## src/fpla_map.vh

```
`ifndef FPLA_MAP_VH
`define FPLA_MAP_VH

// host register offsets
`define FPLA_OFS_STAT_A 3'h0
`define FPLA_OFS_STAT_B 3'h1
`define FPLA_OFS_DRV_OUT 3'h2
`define FPLA_OFS_RATE_SEL 3'h4
`define FPLA_OFS_MAIN_ST 3'h4
`define FPLA_OFS_DATA 3'h5
`define FPLA_OFS_DIG_IN 3'h7
`define FPLA_OFS_RATE_CTL 3'h7

// drive_output_control fields
`define FPLA_DOC_MOTOR_HI 7
`define FPLA_DOC_MOTOR_LO 4
`define FPLA_DOC_RESET_N 2
`define FPLA_DOC_RESET 8'h0C

// rate_select_write fields
`define FPLA_RSW_SW_RESET 7
`define FPLA_RSW_PWRDN 6
`define FPLA_RSW_RESET 8'h02

// perpendicular command byte fields
`define FPLA_PC_EARLY_WRITE_ENABLE_BIT 0
`define FPLA_PC_GAP 1
`define FPLA_PC_FLAG_LO 2
`define FPLA_PC_FLAG_HI 5
`define FPLA_PC_OW 7

// data rate codes and rate reset
`define FPLA_RATE_1M 2'h3
`define FPLA_RATE_RESET 2'h2

// queue settings defaults
`define FPLA_QDIS_DEF 1'h1
`define FPLA_QTHR_DEF 4'h0
`define FPLA_PRECOMP_START_TRACK_DEF 8'h00

// lock result byte position
`define FPLA_LOCK_RES_BIT 4

// spacing field byte counts
`define FPLA_SPC_CONV 6'h16
`define FPLA_SPC_P1M 6'h29
`define FPLA_WR_P500 6'h13
`define FPLA_WR_P1M 6'h26
`define FPLA_OSC_CONV 6'h18
`define FPLA_OSC_P1M 6'h2B

// effective recording modes
`define FPLA_MODE_CONV 2'h0
`define FPLA_MODE_P500 2'h1
`define FPLA_MODE_P1M 2'h2

// powerdown interval and clock
`define FPLA_PD_TIME_MS 10
`define FPLA_CLK_KHZ 100000
`define FPLA_IDLE_MSR 8'h80

`endif

```

## src/fpla_autopd.v

```verilog
`include "fpla_map.vh"

module fpla_autopd #(
  parameter PD_CYCLES = `FPLA_PD_TIME_MS * `FPLA_CLK_KHZ,
  parameter CW = 20
) (
  // clock and reset
  input wire clk_i,
  input wire sys_rst_i,
  // conditions
  input wire auto_en_i,
  input wire motors_off_i,
  input wire idle_i,
  input wire hut_expired_i,
  input wire dsr_pd_i,
  // events
  input wire restart_i,
  input wire wake_i,
  // state
  output reg asleep_o
);

  // last count value, cut to the counter width on purpose
  localparam [31:0] LAST_W = PD_CYCLES - 1;
  localparam [CW-1:0] LAST = LAST_W[CW-1:0];

  reg [CW-1:0] cnt_q;
  reg done_q;
  reg dsr_pd_q;

  // powerdown timer, cleared while disabled or under rate-select powerdown, and on restart or wake
  always @(posedge clk_i or posedge sys_rst_i)
  begin
    if (sys_rst_i)
    begin
      cnt_q <= {CW{1'b0}};
      done_q <= 1'b0;
      dsr_pd_q <= 1'b0;
    end
    else
    begin
      dsr_pd_q <= dsr_pd_i;
      if (!auto_en_i || restart_i || wake_i || dsr_pd_i || dsr_pd_q)
      begin
        cnt_q <= {CW{1'b0}};
        done_q <= 1'b0;
      end
      else if (!done_q)
      begin
        if (cnt_q == LAST)
          done_q <= 1'b1;
        else
          cnt_q <= cnt_q + {{(CW-1){1'b0}}, 1'b1};
      end
    end
  end

  // sleep entry once every condition holds, wake on any waking access
  always @(posedge clk_i or posedge sys_rst_i)
  begin
    if (sys_rst_i)
      asleep_o <= 1'b0;
    else if (!auto_en_i || wake_i || dsr_pd_i)
      asleep_o <= 1'b0;
    else if (done_q && motors_off_i && idle_i && hut_expired_i)
      asleep_o <= 1'b1;
  end

endmodule

```

## src/fpla_core.v

```verilog
`include "fpla_map.vh"

module fpla_core #(
  parameter PD_CYCLES = `FPLA_PD_TIME_MS * `FPLA_CLK_KHZ,
  parameter PD_CW = 20
) (
  // clock and reset
  input wire clk_i,
  input wire sys_rst_i,
  // host register port, strobes one cycle wide
  input wire [2:0] addr_i,
  input wire rd_i,
  input wire wr_i,
  input wire [7:0] wdata_i,
  output reg [7:0] rdata_o,
  // data register exchange with command engine
  input wire [7:0] data_rd_byte_i,
  output reg data_wr_o,
  output reg [7:0] data_wr_byte_o,
  output reg data_rd_o,
  // status sources for read registers and auto powerdown
  input wire [7:0] status_a_i,
  input wire [7:0] status_b_i,
  input wire [7:0] main_state_i,
  input wire [7:0] digital_in_i,
  input wire int_pending_i,
  input wire hut_expired_i,
  // decoded commands
  input wire perp_cmd_i,
  input wire [7:0] perp_byte_i,
  input wire cfg_cmd_i,
  input wire cfg_queue_disable_i,
  input wire [3:0] cfg_queue_threshold_i,
  input wire [7:0] cfg_precomp_start_track_i,
  input wire lock_cmd_i,
  input wire lock_bit_i,
  // configuration register bits
  input wire cfg_reg_zero_pd_i,
  input wire cfg_reg_seven_auto_i,
  // format timing from data path
  input wire [1:0] drive_sel_i,
  input wire rd_spacing_start_i,
  input wire wr_spacing_start_i,
  input wire byte_tick_i,
  input wire field_end_i,
  // timing outputs
  output reg pll_osc_enable_o,
  output reg write_gate_o,
  output reg [5:0] spacing_len_o,
  output reg precomp_zero_o,
  // queue settings
  output reg queue_disable_bit_o,
  output reg [3:0] queue_threshold_o,
  output reg [7:0] precomp_start_track_o,
  // results
  output reg lock_result_valid_o,
  output reg [7:0] lock_result_o,
  output reg [7:0] dump_byte8_o,
  // control outputs
  output reg [7:0] drive_output_control_o,
  output reg [1:0] data_rate_o,
  output reg sw_reset_o,
  output reg powered_down_o
);

  // ------------------------------------------------------------------
  // mode decode
  // ------------------------------------------------------------------

  // effective mode of one drive from global bits, flag and rate
  function [1:0] eff_mode;
    input wg;
    input gp;
    input flag;
    input [1:0] rate;
    begin
      if (gp && wg)
        eff_mode = `FPLA_MODE_P1M;
      else if (gp)
        eff_mode = `FPLA_MODE_P500;
      else if (!wg && flag && rate == `FPLA_RATE_1M)
        eff_mode = `FPLA_MODE_P1M;
      else if (!wg && flag)
        eff_mode = `FPLA_MODE_P500;
      else
        eff_mode = `FPLA_MODE_CONV;
    end
  endfunction

  // ------------------------------------------------------------------
  // state
  // ------------------------------------------------------------------

  reg [7:0] doc_q;
  reg [1:0] rate_q;
  reg dsr_pd_q;
  reg early_write_enable_bit_q;
  reg gap_q;
  reg [3:0] flags_q;
  reg lock_q;
  reg qdis_q;
  reg [3:0] qthr_q;
  reg [7:0] precomp_start_track_q;
  reg [5:0] cnt_q;
  reg rd_act_q;
  reg wr_act_q;
  wire asleep;

  wire wr_doc = wr_i && (addr_i == `FPLA_OFS_DRV_OUT);
  wire wr_rsw = wr_i && (addr_i == `FPLA_OFS_RATE_SEL);
  wire wr_rct = wr_i && (addr_i == `FPLA_OFS_RATE_CTL);
  wire rd_msr = rd_i && (addr_i == `FPLA_OFS_MAIN_ST);
  wire data_acc = (rd_i || wr_i) && (addr_i == `FPLA_OFS_DATA);

  // software reset from either register
  wire sw_rst = (wr_doc && !wdata_i[`FPLA_DOC_RESET_N]) ||
                (wr_rsw && wdata_i[`FPLA_RSW_SW_RESET]);

  // newly enabled motors
  wire motor_up = wr_doc &&
    |(wdata_i[`FPLA_DOC_MOTOR_HI:`FPLA_DOC_MOTOR_LO] &
      ~doc_q[`FPLA_DOC_MOTOR_HI:`FPLA_DOC_MOTOR_LO]);

  wire wake = sw_rst || motor_up || rd_msr || data_acc;

  wire [1:0] mode = eff_mode(early_write_enable_bit_q, gap_q, flags_q[drive_sel_i], rate_q);

  reg [5:0] spc_len;
  reg [5:0] wg_at;
  reg [5:0] osc_at;
  always @*
  begin
    spc_len = `FPLA_SPC_CONV;
    wg_at = `FPLA_SPC_CONV;
    osc_at = `FPLA_OSC_CONV;
    case (mode)
      `FPLA_MODE_P500:
      begin
        wg_at = `FPLA_SPC_CONV - `FPLA_WR_P500;
      end
      `FPLA_MODE_P1M:
      begin
        spc_len = `FPLA_SPC_P1M;
        wg_at = `FPLA_SPC_P1M - `FPLA_WR_P1M;
        osc_at = `FPLA_OSC_P1M;
      end
      default:
      begin
        spc_len = `FPLA_SPC_CONV;
      end
    endcase
  end

  // ------------------------------------------------------------------
  // host registers
  // ------------------------------------------------------------------

  // drive output, rate and rate-select powerdown; writes taken even when asleep
  always @(posedge clk_i or posedge sys_rst_i)
  begin
    if (sys_rst_i)
    begin
      doc_q <= `FPLA_DOC_RESET;
      rate_q <= `FPLA_RATE_RESET;
      dsr_pd_q <= 1'b0;
    end
    else
    begin
      if (wr_doc)
        doc_q <= wdata_i;
      if (wr_rsw)
        rate_q <= wdata_i[1:0];
      else if (wr_rct)
        rate_q <= wdata_i[1:0];
      // rate-select powerdown until reset, set wins
      if (wr_rsw && wdata_i[`FPLA_RSW_PWRDN])
        dsr_pd_q <= 1'b1;
      else if (sw_rst)
        dsr_pd_q <= 1'b0;
    end
  end

  // read mux; true status returned even while asleep
  always @(posedge clk_i or posedge sys_rst_i)
  begin
    if (sys_rst_i)
      rdata_o <= 8'h00;
    else if (rd_i)
    begin
      case (addr_i)
        `FPLA_OFS_STAT_A: rdata_o <= status_a_i;
        `FPLA_OFS_STAT_B: rdata_o <= status_b_i;
        `FPLA_OFS_DRV_OUT: rdata_o <= doc_q;
        `FPLA_OFS_MAIN_ST: rdata_o <= main_state_i;
        `FPLA_OFS_DATA: rdata_o <= data_rd_byte_i;
        `FPLA_OFS_DIG_IN: rdata_o <= digital_in_i;
        default: rdata_o <= 8'h00;
      endcase
    end
  end

  // data register strobes toward command engine
  always @(posedge clk_i or posedge sys_rst_i)
  begin
    if (sys_rst_i)
    begin
      data_wr_o <= 1'b0;
      data_wr_byte_o <= 8'h00;
      data_rd_o <= 1'b0;
    end
    else
    begin
      data_wr_o <= wr_i && (addr_i == `FPLA_OFS_DATA);
      data_rd_o <= rd_i && (addr_i == `FPLA_OFS_DATA);
      if (wr_i && (addr_i == `FPLA_OFS_DATA))
        data_wr_byte_o <= wdata_i;
    end
  end

  // ------------------------------------------------------------------
  // perpendicular and lock state
  // ------------------------------------------------------------------

  always @(posedge clk_i or posedge sys_rst_i)
  begin
    if (sys_rst_i)
    begin
      early_write_enable_bit_q <= 1'b0;
      gap_q <= 1'b0;
      flags_q <= 4'h0;
    end
    else if (sw_rst)
    begin
      early_write_enable_bit_q <= 1'b0;
      gap_q <= 1'b0;
    end
    else if (perp_cmd_i)
    begin
      early_write_enable_bit_q <= perp_byte_i[`FPLA_PC_EARLY_WRITE_ENABLE_BIT];
      gap_q <= perp_byte_i[`FPLA_PC_GAP];
      if (perp_byte_i[`FPLA_PC_OW])
        flags_q <= perp_byte_i[`FPLA_PC_FLAG_HI:`FPLA_PC_FLAG_LO];
    end
  end

  // retain flag and queue settings
  always @(posedge clk_i or posedge sys_rst_i)
  begin
    if (sys_rst_i)
    begin
      lock_q <= 1'b0;
      qdis_q <= `FPLA_QDIS_DEF;
      qthr_q <= `FPLA_QTHR_DEF;
      precomp_start_track_q <= `FPLA_PRECOMP_START_TRACK_DEF;
    end
    else
    begin
      if (lock_cmd_i)
        lock_q <= lock_bit_i;
      if (cfg_cmd_i)
      begin
        qdis_q <= cfg_queue_disable_i;
        qthr_q <= cfg_queue_threshold_i;
        precomp_start_track_q <= cfg_precomp_start_track_i;
      end
      else if (sw_rst && !lock_q)
      begin
        qdis_q <= `FPLA_QDIS_DEF;
        qthr_q <= `FPLA_QTHR_DEF;
        precomp_start_track_q <= `FPLA_PRECOMP_START_TRACK_DEF;
      end
    end
  end

  // lock answer and dump byte
  always @(posedge clk_i or posedge sys_rst_i)
  begin
    if (sys_rst_i)
    begin
      lock_result_valid_o <= 1'b0;
      lock_result_o <= 8'h00;
      dump_byte8_o <= 8'h00;
    end
    else
    begin
      lock_result_valid_o <= lock_cmd_i;
      if (lock_cmd_i)
        lock_result_o <= {7'h00, lock_bit_i} << `FPLA_LOCK_RES_BIT;
      dump_byte8_o <= {lock_q, 1'b0, flags_q, gap_q, early_write_enable_bit_q};
    end
  end

  // ------------------------------------------------------------------
  // spacing field sequencer
  // ------------------------------------------------------------------

  // byte count from start of spacing field
  always @(posedge clk_i or posedge sys_rst_i)
  begin
    if (sys_rst_i)
    begin
      cnt_q <= 6'h00;
      rd_act_q <= 1'b0;
      wr_act_q <= 1'b0;
    end
    else if (field_end_i)
    begin
      cnt_q <= 6'h00;
      rd_act_q <= 1'b0;
      wr_act_q <= 1'b0;
    end
    else if (rd_spacing_start_i || wr_spacing_start_i)
    begin
      cnt_q <= 6'h00;
      rd_act_q <= rd_spacing_start_i;
      wr_act_q <= wr_spacing_start_i;
    end
    else if (byte_tick_i && (rd_act_q || wr_act_q) && cnt_q != 6'h3F)
      cnt_q <= cnt_q + 6'h01;
  end

  // oscillator enable and write gate
  always @(posedge clk_i or posedge sys_rst_i)
  begin
    if (sys_rst_i)
    begin
      pll_osc_enable_o <= 1'b0;
      write_gate_o <= 1'b0;
    end
    else if (field_end_i || rd_spacing_start_i || wr_spacing_start_i)
    begin
      pll_osc_enable_o <= 1'b0;
      write_gate_o <= 1'b0;
    end
    else
    begin
      if (rd_act_q && cnt_q >= osc_at)
        pll_osc_enable_o <= 1'b1;
      // write gate at sync start or earlier
      if (wr_act_q && cnt_q >= wg_at)
        write_gate_o <= 1'b1;
    end
  end

  // spacing length and precompensation selection
  always @(posedge clk_i or posedge sys_rst_i)
  begin
    if (sys_rst_i)
    begin
      spacing_len_o <= `FPLA_SPC_CONV;
      precomp_zero_o <= 1'b0;
    end
    else
    begin
      // length from both global bits, or from rate for flagged drive
      spacing_len_o <= spc_len;
      // zero precomp only for perpendicular drive
      precomp_zero_o <= (mode != `FPLA_MODE_CONV);
    end
  end

  // ------------------------------------------------------------------
  // power management
  // ------------------------------------------------------------------

  fpla_autopd #(
    .PD_CYCLES(PD_CYCLES),
    .CW(PD_CW)
  ) u_autopd (
    .clk_i(clk_i),
    .sys_rst_i(sys_rst_i),
    .auto_en_i(cfg_reg_seven_auto_i),
    .motors_off_i(doc_q[`FPLA_DOC_MOTOR_HI:`FPLA_DOC_MOTOR_LO] == 4'h0),
    .idle_i(main_state_i == `FPLA_IDLE_MSR && !int_pending_i),
    .hut_expired_i(hut_expired_i),
    .dsr_pd_i(dsr_pd_q),
    .restart_i(rd_msr || data_acc),
    .wake_i(wake),
    .asleep_o(asleep)
  );

  // outputs mirrored from state
  always @(posedge clk_i or posedge sys_rst_i)
  begin
    if (sys_rst_i)
    begin
      queue_disable_bit_o <= `FPLA_QDIS_DEF;
      queue_threshold_o <= `FPLA_QTHR_DEF;
      precomp_start_track_o <= `FPLA_PRECOMP_START_TRACK_DEF;
      drive_output_control_o <= `FPLA_DOC_RESET;
      data_rate_o <= `FPLA_RATE_RESET;
      sw_reset_o <= 1'b0;
      powered_down_o <= 1'b0;
    end
    else
    begin
      queue_disable_bit_o <= qdis_q;
      queue_threshold_o <= qthr_q;
      precomp_start_track_o <= precomp_start_track_q;
      drive_output_control_o <= doc_q;
      data_rate_o <= rate_q;
      sw_reset_o <= sw_rst;
      powered_down_o <= cfg_reg_zero_pd_i || dsr_pd_q || asleep;
    end
  end

endmodule

```

## config.mk

```make
export PLATFORM = sky130hd
export DESIGN_NAME = fpla_core
export DESIGN_NICKNAME = d
export VERILOG_FILES = /design/src/fpla_autopd.v /design/src/fpla_core.v
export VERILOG_INCLUDE_DIRS = /design/src
export SDC_FILE = /design/constraint.sdc
export NUM_CORES = 1
export LEC_CHECK = 0
export ABC_AREA = 1
export BUFFER_PORTS_ARGS = -buffer_cell sky130_fd_sc_hd__clkbuf_2
export CAP_MARGIN = 20
export CORE_UTILIZATION = 53
export CTS_BUF_LIST = sky130_fd_sc_hd__clkbuf_16
export DETAILED_ROUTE_END_ITERATION = 16
export PLACE_DENSITY = 0.77
export SLEW_MARGIN = 5
export SYNTH_ARGS = -nofsm -noshare
export SYNTH_HDL_FRONTEND = slang
export SYNTH_SLANG_ARGS = --single-unit
```

## constraint.sdc

```tcl
create_clock -name clk_i -period 4.1 [get_ports clk_i]
set_clock_uncertainty 0.15 [all_clocks]
set_input_delay 0.205 -clock clk_i [delete_from_list [all_inputs] [get_ports clk_i]]
set_output_delay 0.205 -clock clk_i [all_outputs]
set_load 0.02 [all_outputs]
```

# == Yosys cells after proc, flatten, opt, wreduce, memory -nomap -nowiden ==
# Index checks and enable logic that the tools add are counted.
# classes
n_addsub,2
order_cmp,3
n_eq_ne,13
mux,43
bitwise,3
n_reduce_logical,62
# ops
op,n
20-bit 2-to-1 mux,3
8-bit case mux with 6 select lines,1
6-bit 2-to-1 mux,5
1-bit logical AND,23
1-bit 2-to-1 mux,23
20-bit by 1-bit adder with 20-bit output (second input constant),1
20-bit == test (second input constant),1
1-bit logical OR,18
2-bit nonzero test,9
8-bit 2-to-1 mux,2
6-bit >= comparator,2
2-bit 2-to-1 mux,5
3-bit == test (second input constant),3
8-bit == test (second input constant),1
4-bit 2-to-1 mux,2
6-bit by 1-bit adder with 6-bit output (second input constant),1
6-bit inequality test (second input constant),1
1-bit logical NOT,5
5-bit 2-to-1 mux,1
4-bit bitwise AND,1
2-bit == test (second input constant),2
4-bit logical NOT,1
4-bit NOT,1
4-bit OR reduction,1
other kinds (13),13
# totals
register_bits,122
in_bits,90
wordCells,160

# == Longest topological paths before layout ==
# Gate-level depths: netlist of run 1.
# logic_depth
ltp_word,14
depth_mapped,17
ltp_nobuf,17

# == Cells and area by module ==
# A second synthesis of run 1 with hierarchy kept.
# unflattened
cells_unflattened,688
area_unflattened_um2,5656.7
# by_module_without_submodules
mod,n_inst,cells_per_inst,area_each_um2,seq_area_each_um2
fpla_core,1,484,4194.0,2388.5
fpla_autopd,1,204,1462.7,575.6

# == Worst setup path before layout of run 1 ==
# Ideal clock, no wire load.
# synth_path
kind,reg-to-reg
start,register flags_q[1]
end,register pll_osc_enable_o
arrival_time_ns,1.988
t_required_ns,3.832
slack_ns,1.845
stages_incl_launch_ff,15
cell_sequence,dfrtp_1 inv_1 a21oi_1 o21ai_0 a21oi_1 nand3_1 a21oi_1 ha_1 inv_1 ha_1 a31o_2 a31oi_1 nand2_1 nand3_1 nand2_1
# synth_between
elab_chain_len,12
elab_cells_between_ends,13
cone_classes,1 x order compare; 1 x eq/ne; 7 x mux; 4 x reduce/logical
# synth_rtl
element,line_no,source
"start, declared",fpla_core.v:99,reg [3:0] flags_q;
"start signal, assigned",fpla_core.v:242,flags_q <= perp_byte_i[`FPLA_PC_FLAG_HI:`FPLA_PC_FLAG_LO];
1-bit binary-select mux with 2-bit select (*),fpla_core.v:126,"wire [1:0] mode = eff_mode(early_write_enable_bit_q, gap_q, flags_q[drive_sel_i], rate_q);"
1-bit 2-to-1 mux (not written as such) (*),fpla_core.v:126,
1-bit logical AND (*),"fpla_core.v:81, fpla_core.v:83",
1-bit 2-to-1 mux or 1-bit logical AND (tied branches),-,
2-bit 2-to-1 mux (*),fpla_core.v:81,else if (!wg && flag && rate == `FPLA_RATE_1M)
2-bit 2-to-1 mux (*),fpla_core.v:79,else if (gp)
2-bit 2-to-1 mux (*),fpla_core.v:77,if (gp && wg)
2-bit == test (*),fpla_core.v:136,case (mode)
6-bit 2-to-1 mux (*),fpla_core.v:136,
via osc_at[0],fpla_core.v:130,reg [5:0] osc_at;
6-bit >= comparator (*),fpla_core.v:337,if (rd_act_q && cnt_q >= osc_at)
1-bit logical AND (*),fpla_core.v:337,
2-bit nonzero test (no source line) (*),-,
"end signal, assigned",fpla_core.v:327,pll_osc_enable_o <= 1'b0;
"end signal, assigned",fpla_core.v:332,pll_osc_enable_o <= 1'b0;
"end signal, assigned",fpla_core.v:338,pll_osc_enable_o <= 1'b1;
"end, declared",fpla_core.v:47,"output reg pll_osc_enable_o,"
# Mark *: on every way through the listed nets, which the timed path passes. The rest lies on a longest branch. The select of a mux whose other input is x is not followed.
# A chain may end at the register's enable or synchronous reset.

# == Worst setup path in the final report of run 1 ==
# layout_path
start,register u_autopd.cnt_q[0]
end,register u_autopd.cnt_q[2]
# layout_between
elab_chain_len,4
elab_cells_between_ends,7
cone_classes,1 x add/sub; 2 x eq/ne; 3 x mux; 1 x reduce/logical
# layout_rtl
element,line_no,source
"start, declared",fpla_autopd.v:27,reg [CW-1:0] cnt_q;
"start signal, assigned",fpla_autopd.v:36,cnt_q <= {CW{1'b0}};
"start signal, assigned",fpla_autopd.v:45,cnt_q <= {CW{1'b0}};
"start signal, assigned",fpla_autopd.v:53,"cnt_q <= cnt_q + {{(CW-1){1'b0}}, 1'b1};"
20-bit by 1-bit adder with 20-bit output,fpla_autopd.v:53,
20-bit 2-to-1 mux,fpla_autopd.v:50,if (cnt_q == LAST)
20-bit 2-to-1 mux,fpla_autopd.v:48,else if (!done_q)
20-bit 2-to-1 mux,fpla_autopd.v:43,if (!auto_en_i || restart_i || wake_i || dsr_pd_i || dsr_pd_q)
# Parallel ways exist; a longest one is shown, timed or not. The select of a mux whose other input is x is not followed.

==> impl_metrics.py, run 1 <==
metrics = {
    "worst_setup_path": {
        "worstSetupStartpointType": "flop",
        "cp_max_fo": 13,
        "path_buf_inv": 1,
        "critPathTopFamily": "simple AND/OR/NAND/NOR gates",
        "critical_path_class": "flop to flop",
        "end_kind": "flop",
        "worst_path_max_delay_cell": "dfrtp_1",
        "slowest_delay_ps": 470,
        "cp.arrival_ps": 2720,
        "cp_cell_sequence": "ha_1 -> nand2_1 -> nor3_4 -> nand3_2 -> nand2_2 -> inv_1 -> a21oi_1 -> nor2_1",
        "critPathRequiredTime_ps": 4240,
    },
    "final_layout": {
        "drive_gt1_share_pct": 24.2,
        "final_cell_mix": "nand2_1 (221), clkbuf_2 (149), dfrtp_1 (109)",
        "nNetsFinal": 1006,
        "diodes": 0,
        "area_growth_pct": 35.7,
        "layout.cells.most_common": "nand2_1",
        "fin_area_um2": 7730,
    },
    "global_route": {
        "grt_pass1_wl_um": 25100,
        "grt.total_usage_pct": 28.7,
        "first_global_vias": 5438,
        "grt_max_degree": 64,
        "gr-total-overflow": 0,
        "antenna_found_initial": 0,
    },
    "routing": {
        "route.detailed.drc": 0,
        "wl_per_cell_um": 14.5,
        "drtPass1Iterations": 5,
        "drt-total-wl_um": 15200,
        "initialDrtViolationCount": 387,
        "vias": 5484,
        "vias_per_cell": 5.20,
        "drt.antenna.violating_nets": 0,
    },
    "synth": {
        "ys_ff_latch": 118,
        "avgSynthCellArea_um2": 8.25,
        "synth_edf_count": 0,
        "synth_top_area_share_pct": 47.9,
        "yosysWarnings": 0,
        "yosys.area.top_type": "dfrtp_1",
        "syn_area_um2": 5690,
        "synthTopCellsByArea": "dfrtp_1 (48%), nand2_1 (15%), inv_1 (5.1%), dfstp_2 (4.2%), nor2_1 (4.2%)",
        "ys_seq_area_share_pct": 52.1,
        "synth-async-reset-ratio_pct": 100,
        "synth_flop_cell": "dfrtp_1",
        "synth.distinct_cells": 45,
        "synthCells": 690,
    },
    "floorplan": {
        "dieArea_um2": 11200,
        "io_pins": 159,
        "coreArea_um2": 10400,
        "die_w_um": 106,
        "die_h_um": 106,
        "initial_core_util_pct": 54.9,
        "fp-row-count": 37,
    },
    "timing": {
        "fin_crit_ps": 2580,
        "tightest_slew_ps": 753,
        "tns_ps": 0,
        "max_freq_mhz": 388,
        "setup_viol": 0,
        "fin_crit_sh_pct": 62.9,
        "hold_violations": 0,
        "maxSlewViolCount": 0,
        "rsz0062_at_grt": "no",
        "slew_headroom_pct": 49.8,
    },
    "clock_network": {
        "postCtsSetupRepairBufs": 0,
        "cts_tree": "built",
        "clkLatencyLatePin_ps": 410,
        "cts.reportedPaths.clkPinSlew_ps": 60,
        "htreeDepth": 4,
        "cts_max_path_buffers": 2,
        "clkSinkCount": 118,
        "cts_inserted_buffers": 17,
        "cts.repair.resized": 0,
        "cts_root_buffer": "clkbuf_16",
    },
    "placed_design": {
        "place_congestion": 0.891,
        "port_buffers": 149,
        "placed_cell_area_um2": 6500,
        "dp_hpwl_um": 10100,
    },
    "run": {
        "maxCapViolCount": 0,
    },
    "outcome": {
        "status": "completed",
    },
    "pwr": {
        "powerDensity_nw_per_um2": 444,
        "ir_worst_vdd_uv": 276,
        "p_leak_nw": 4.02,
    },
    "hold_path": {
        "hp-class": "primary input to flop",
    },
}
==> timing repair <==
action	in CTS	in global routing
setup endpoints to repair	0	0
endpoints found under the hold margin	111	0
hold buffers	62	0
==> power breakdown <==
part | internal [W] | switching [W] | leakage, nW
Sequential | 0.00130 | 0.0000728 | 1.49
Combinational | 0.000202 | 0.000343 | 2.23
Clock | 0.000922 | 0.000597 | 0.296
Total | 0.00242 | 0.00101 | 4.02
==> registers in the layout (all words and copies together) (netlist names), 6 cells and up <==
register                flops
u_autopd.cnt_q             20
precomp_start_track_q       8
data_wr_byte_o              8
cnt_q                       6
dump_byte8_o                7
doc_q                       8
precomp_start_track_o       8
drive_output_control_o      8
rdata_o                     8
==> Yosys cell counts (2+ instances only) <==
| cell | count |
|---|---|
| nand4_1 | 22 |
| nand3_1 | 41 |
| nand3_2 | 4 |
| nor3_1 | 4 |
| nor4_1 | 4 |
| a22oi_1 | 5 |
| buf_2 | 5 |
| nand2_2 | 4 |
| xnor2_1 | 2 |
| dfstp_2 | 9 |
| a21oi_1 | 18 |
| o211ai_1 | 2 |
| nand4_2 | 3 |
| clkbuf_1 | 2 |
| dfrtp_1 | 109 |
| o21ai_0 | 33 |
| nand2_1 | 221 |
| clkinv_1 | 2 |
| nand3b_1 | 2 |
| inv_1 | 77 |
| o21ai_1 | 5 |
| ha_1 | 10 |
| buf_4 | 14 |
| o21a_1 | 2 |
| nor2_4 | 6 |
| nor2_1 | 63 |
| inv_2 | 3 |
==> worst min-delay path: cells and delay by family <==
family | cells | cell delay [ps]
compound gates | 2 | 200
buf+inv | 1 | 80
simple gates | 1 | 60
==> worst paths after layout <==
kind,end,cells past startpoint,start,slack (ps)
max reg2reg,u_autopd.cnt_q[2],8,u_autopd.cnt_q[0],1520
min reg2reg,queue_disable_bit_o,0,qdis_q,220
min in group asynchronous,u_autopd.cnt_q[18],3,sys_rst_i,340
min,rdata_o[5],4,status_a_i[5],20
max,u_autopd.cnt_q[2],8,u_autopd.cnt_q[0],1520
max in group asynchronous,drive_output_control_o[3],4,sys_rst_i,2550
==> layout make-up <==
type / instances / area, um^2
Inverter: 83 / 317
Tap cell: 136 / 170
Clock inverter: 15 / 180
Timing Repair Buffer: 213 / 1380
Multi-Input combinational cell: 473 / 2290
Fill cell: 731 / 2640
Sequential cell: 118 / 2960
Clock buffer: 17 / 425
==> logic make-up (layout without fill, tap and decap cells) <==
family	Yosys count	in the layout	synth area share (%)
XOR/XNOR	3	3	0.462
AO/OA/AOI/OAI	72	72	7.10
AND/OR/NAND/NOR	380	380	29.9
flip-flops	118	118	52.1
adder cells (fa/ha/maj)	10	10	2.20
other	1	8	0.0659
buffers and inverters	106	328	8.20
==> layer usage <==
layer	vias up	wire length [um]	global-route usage, %
li1	2632	-	-
met1	2600	6320	35.5
met2	215	7840	49.8
met3	37	725	5.44
met4	0	358	10.5
met5	-	0	0
==> through the flow <==
step | hold slack (ps) | setup WS, ps | cells | utilization (%) | total power, W
floorplan | 86.4 | 631 | 697 | - | 0.00169
global placement | 187 | 1640 | 961 | 62.7 | 0.00185
detailed placement | 198 | 1580 | 961 | 62.7 | 0.00187
CTS | 0.584 | 1530 | 1055 | 74.5 | 0.00343
global route | 27.9 | 1300 | 1055 | 74.5 | 0.00356
finish | 19.9 | 1520 | 1055 | 74.5 | 0.00343
No activity file was read; power rests on OpenSTA's default activity.
==> run 2: changes to the inputs <==
Settings changed: ABC_AREA 1 to 0, CORE_UTILIZATION 53 to 46, PLACE_DENSITY 0.77 to 0.72.
Clock period 4.1 ns to 2.2 ns, I/O delays scaled along.
==> run 2 against run 1 <==
Against the previous run:
- the flow now finishes with violations (negative setup slack)
- worst hold slack gained 7.5 ps
- setup slack lost 2100 ps
- final area shrank 3.9%
- area after synthesis shrank 8.2%
- critical path type unchanged
- first-iteration DRC count shrank 37%
- flip-flop and latch count is the same
- clock power grew 68%
- maximum frequency shrank 8.1%
- register-to-register slack lost 2100 ps
- cell count shrank 21%
- sequential share of layout area grew 1.6 points
==> impl_metrics.py, run 2 <==
metrics = {
    "pwr": {
        "p_int_w": 0.00452,
        "finalPower_w": 0.00629,
        "p_sw_share_pct": 28.2,
        "p_leak_nw": 3.56,
        "netSwitchingPower_w": 0.00177,
        "p_comb_share_pct": 18.6,
        "ir_worst_vdd_uv": 537,
        "seqPwrFrac_pct": 40.7,
        "powerDensity_nw_per_um2": 847,
        "clkPwrFrac_pct": 40.7,
    },
    "global_route": {
        "first_global_vias": 4504,
        "grt_max_degree": 119,
        "antenna_found_initial": 0,
        "grt.total_usage_pct": 24.2,
        "grt_pass1_wl_um": 21600,
        "gr-total-overflow": 0,
    },
    "placed_design": {
        "dp_hpwl_um": 8880,
        "place_congestion": 0.825,
        "port_buffers": 149,
        "place_inst": 744,
        "post-place-ws_ps": -662,
    },
    "synth": {
        "synth_common_cells": "dfrtp_1 (109), nor2_1 (33), nand2_1 (23)",
        "synth_edf_count": 0,
        "avgSynthCellArea_um2": 11.5,
        "yosys.area.top_type": "dfrtp_1",
        "synth.distinct_cells": 50,
        "yosysWarnings": 0,
        "synth_top_area_share_pct": 52.2,
        "synth_flop_cell": "dfrtp_1",
        "syn_area_um2": 5230,
        "ys_seq_area_share_pct": 56.7,
        "synthTopCellsByArea": "dfrtp_1 (52%), dfstp_2 (4.5%), mux2_2 (4.1%), mux2i_1 (3.6%), xor2_1 (2.5%)",
        "synth-async-reset-ratio_pct": 100,
        "synthCells": 453,
        "synthMostInstantiatedCell": "dfrtp_1",
        "ys_ff_latch": 118,
    },
    "timing": {
        "slew_headroom_pct": 60.1,
        "setup_viol": 2,
        "rsz0062_at_grt": "yes",
        "maxSlewViolCount": 0,
        "hold_violations": 0,
        "fin_crit_ps": 2810,
        "tightest_slew_ps": 599,
        "fin_hold_ws_ps": 27.4,
        "fin_crit_sh_pct": 128,
        "max_freq_mhz": 356,
        "tns_ps": -823,
        "worst_slack_ps": -606,
    },
    "floorplan": {
        "fp-row-count": 38,
        "io_pins": 159,
        "die_h_um": 109,
        "initial_core_util_pct": 47.8,
        "dieArea_um2": 11800,
        "die_w_um": 109,
        "coreArea_um2": 10900,
    },
    "clock_network": {
        "cts_inserted_buffers": 17,
        "clkSinkCount": 118,
        "cts_root_buffer": "clkbuf_16",
        "clkLatencyLatePin_ps": 400,
        "cts.reportedPaths.clkPinSlew_ps": 60,
        "cts_tree": "built",
        "htreeDepth": 4,
        "cts_max_path_buffers": 2,
    },
    "routing": {
        "wl_met1_um": 5500,
        "wl_met2_um": 6940,
        "drt-total-wl_um": 13300,
        "routed.top_layer": "met4",
        "vias": 4316,
        "drtPass1Iterations": 4,
        "initialDrtViolationCount": 242,
        "drt.antenna.violating_nets": 0,
        "wl_per_cell_um": 16.0,
        "route.detailed.drc": 0,
        "vias_per_cell": 5.19,
        "wl_met3_um": 580,
    },
    "final_layout": {
        "final_cells": 831,
        "final_cell_mix": "clkbuf_2 (149), dfrtp_1 (109), dlygate4sd3_1 (54)",
        "largest_reg_flops": 20,
        "regMostFlops": "u_autopd.cnt_q",
        "diodes": 0,
        "layout.cells.most_common": "clkbuf_2",
        "drive_gt1_share_pct": 36.6,
        "area_growth_pct": 41.9,
        "nNetsFinal": 778,
    },
    "worst_setup_path": {
        "cp_max_fo": 3,
        "worstSetupStartpointType": "flop",
        "path_buf_inv": 1,
        "slowest_delay_ps": 520,
        "critPathTopFamily": "compound AO/OA/AOI/OAI gates",
        "worst_path_max_delay_cell": "mux4_2",
        "cp.arrival_ps": 2940,
        "critPathRequiredTime_ps": 2340,
        "end_kind": "flop",
        "cp_cell_sequence": "mux4_2 -> a22o_4 -> ha_4 -> inv_2 -> ha_1 -> a311o_1 -> a211o_1 -> a21oi_2 -> nor2_1",
        "critical_path_class": "flop to flop",
    },
    "outcome": {
        "violations": "negative setup slack",
        "status": "finished with violations",
    },
    "run": {
        "maxCapViolCount": 0,
    },
    "hold_path": {
        "hp-class": "primary input to flop",
    },
}
## run 2: worst paths after layout
kind / start / end / slack [ps] / cells after the start
max: flags_q[3] / write_gate_o / -610 / 9
min: perp_byte_i[7] / flags_q[2] / 30 / 4
max reg2reg: flags_q[3] / write_gate_o / -610 / 9
min reg2reg: qdis_q / queue_disable_bit_o / 220 / 0
max in group asynchronous: sys_rst_i / rdata_o[1] / 1200 / 4
min in group asynchronous: sys_rst_i / wr_act_q / 280 / 4
## run 2: repair_timing
action	CTS	global route
endpoints found under the setup margin	2	4
pin swaps	8	7
buffers inserted	1	1
hold buffers	54	0
endpoints found under the hold margin	169	0
gates resized for setup	8	12
## run 2: cells by family after synthesis
kind of cell	count (synthesis)	synth area share, %
other cells	1	0.0717
compound gates	70	8.88
mux	43	9.02
fa+ha+maj	10	2.39
buf+inv	51	4.83
simple gates	137	14.3
flops	118	56.7
xor+xnor	23	3.85
## run 2: worst reg2reg max path: cells and delay by family (launching register included)
family / cells / cell delay (ps)
muxes: 1 / 520
adders and majority gates: 2 / 550
DFF: 1 / 380
AOI/OAI and AO/OA: 4 / 1000
buffers and inverters: 1 / 50
and+or+nand+nor: 1 / 40
## run 2: power by group through the flow
stage	Combinational (W)	Clock, W	Sequential [W]
after CTS	0.00113	0.00260	0.00256
after floorplan	0.000402	0	0.00276
after global placement	0.000993	0	0.00258
after global routing	0.00127	0.00271	0.00259
after detailed placement	0.00101	0	0.00259
final	0.00117	0.00256	0.00256
## run 2: final cells by class
class	instances	area [um^2]
clock buffers	17	425
inverters	20	81.3
repair buffers	230	1520
clock inverters	15	130
multi-input cells	291	2130
fillers	814	3510
well taps	140	175
flip-flops and latches	118	2960
## run 2: metal layers
layer / GRT usage, % / vias up
li1: - / 2040
met3: 5.32 / 25
met1: 30.0 / 2101
met2: 40.4 / 150
met5: 0 / -
met4: 11.2 / 0
## run 2: stage by stage
step | utilization, % | cell area [um^2]
final | 67.9 | 7420
after floorplan | - | 5260
after CTS | 67.3 | 7360
after detailed placement | 56.8 | 6220
after global routing | 67.9 | 7420
after global placement | 56.8 | 6220
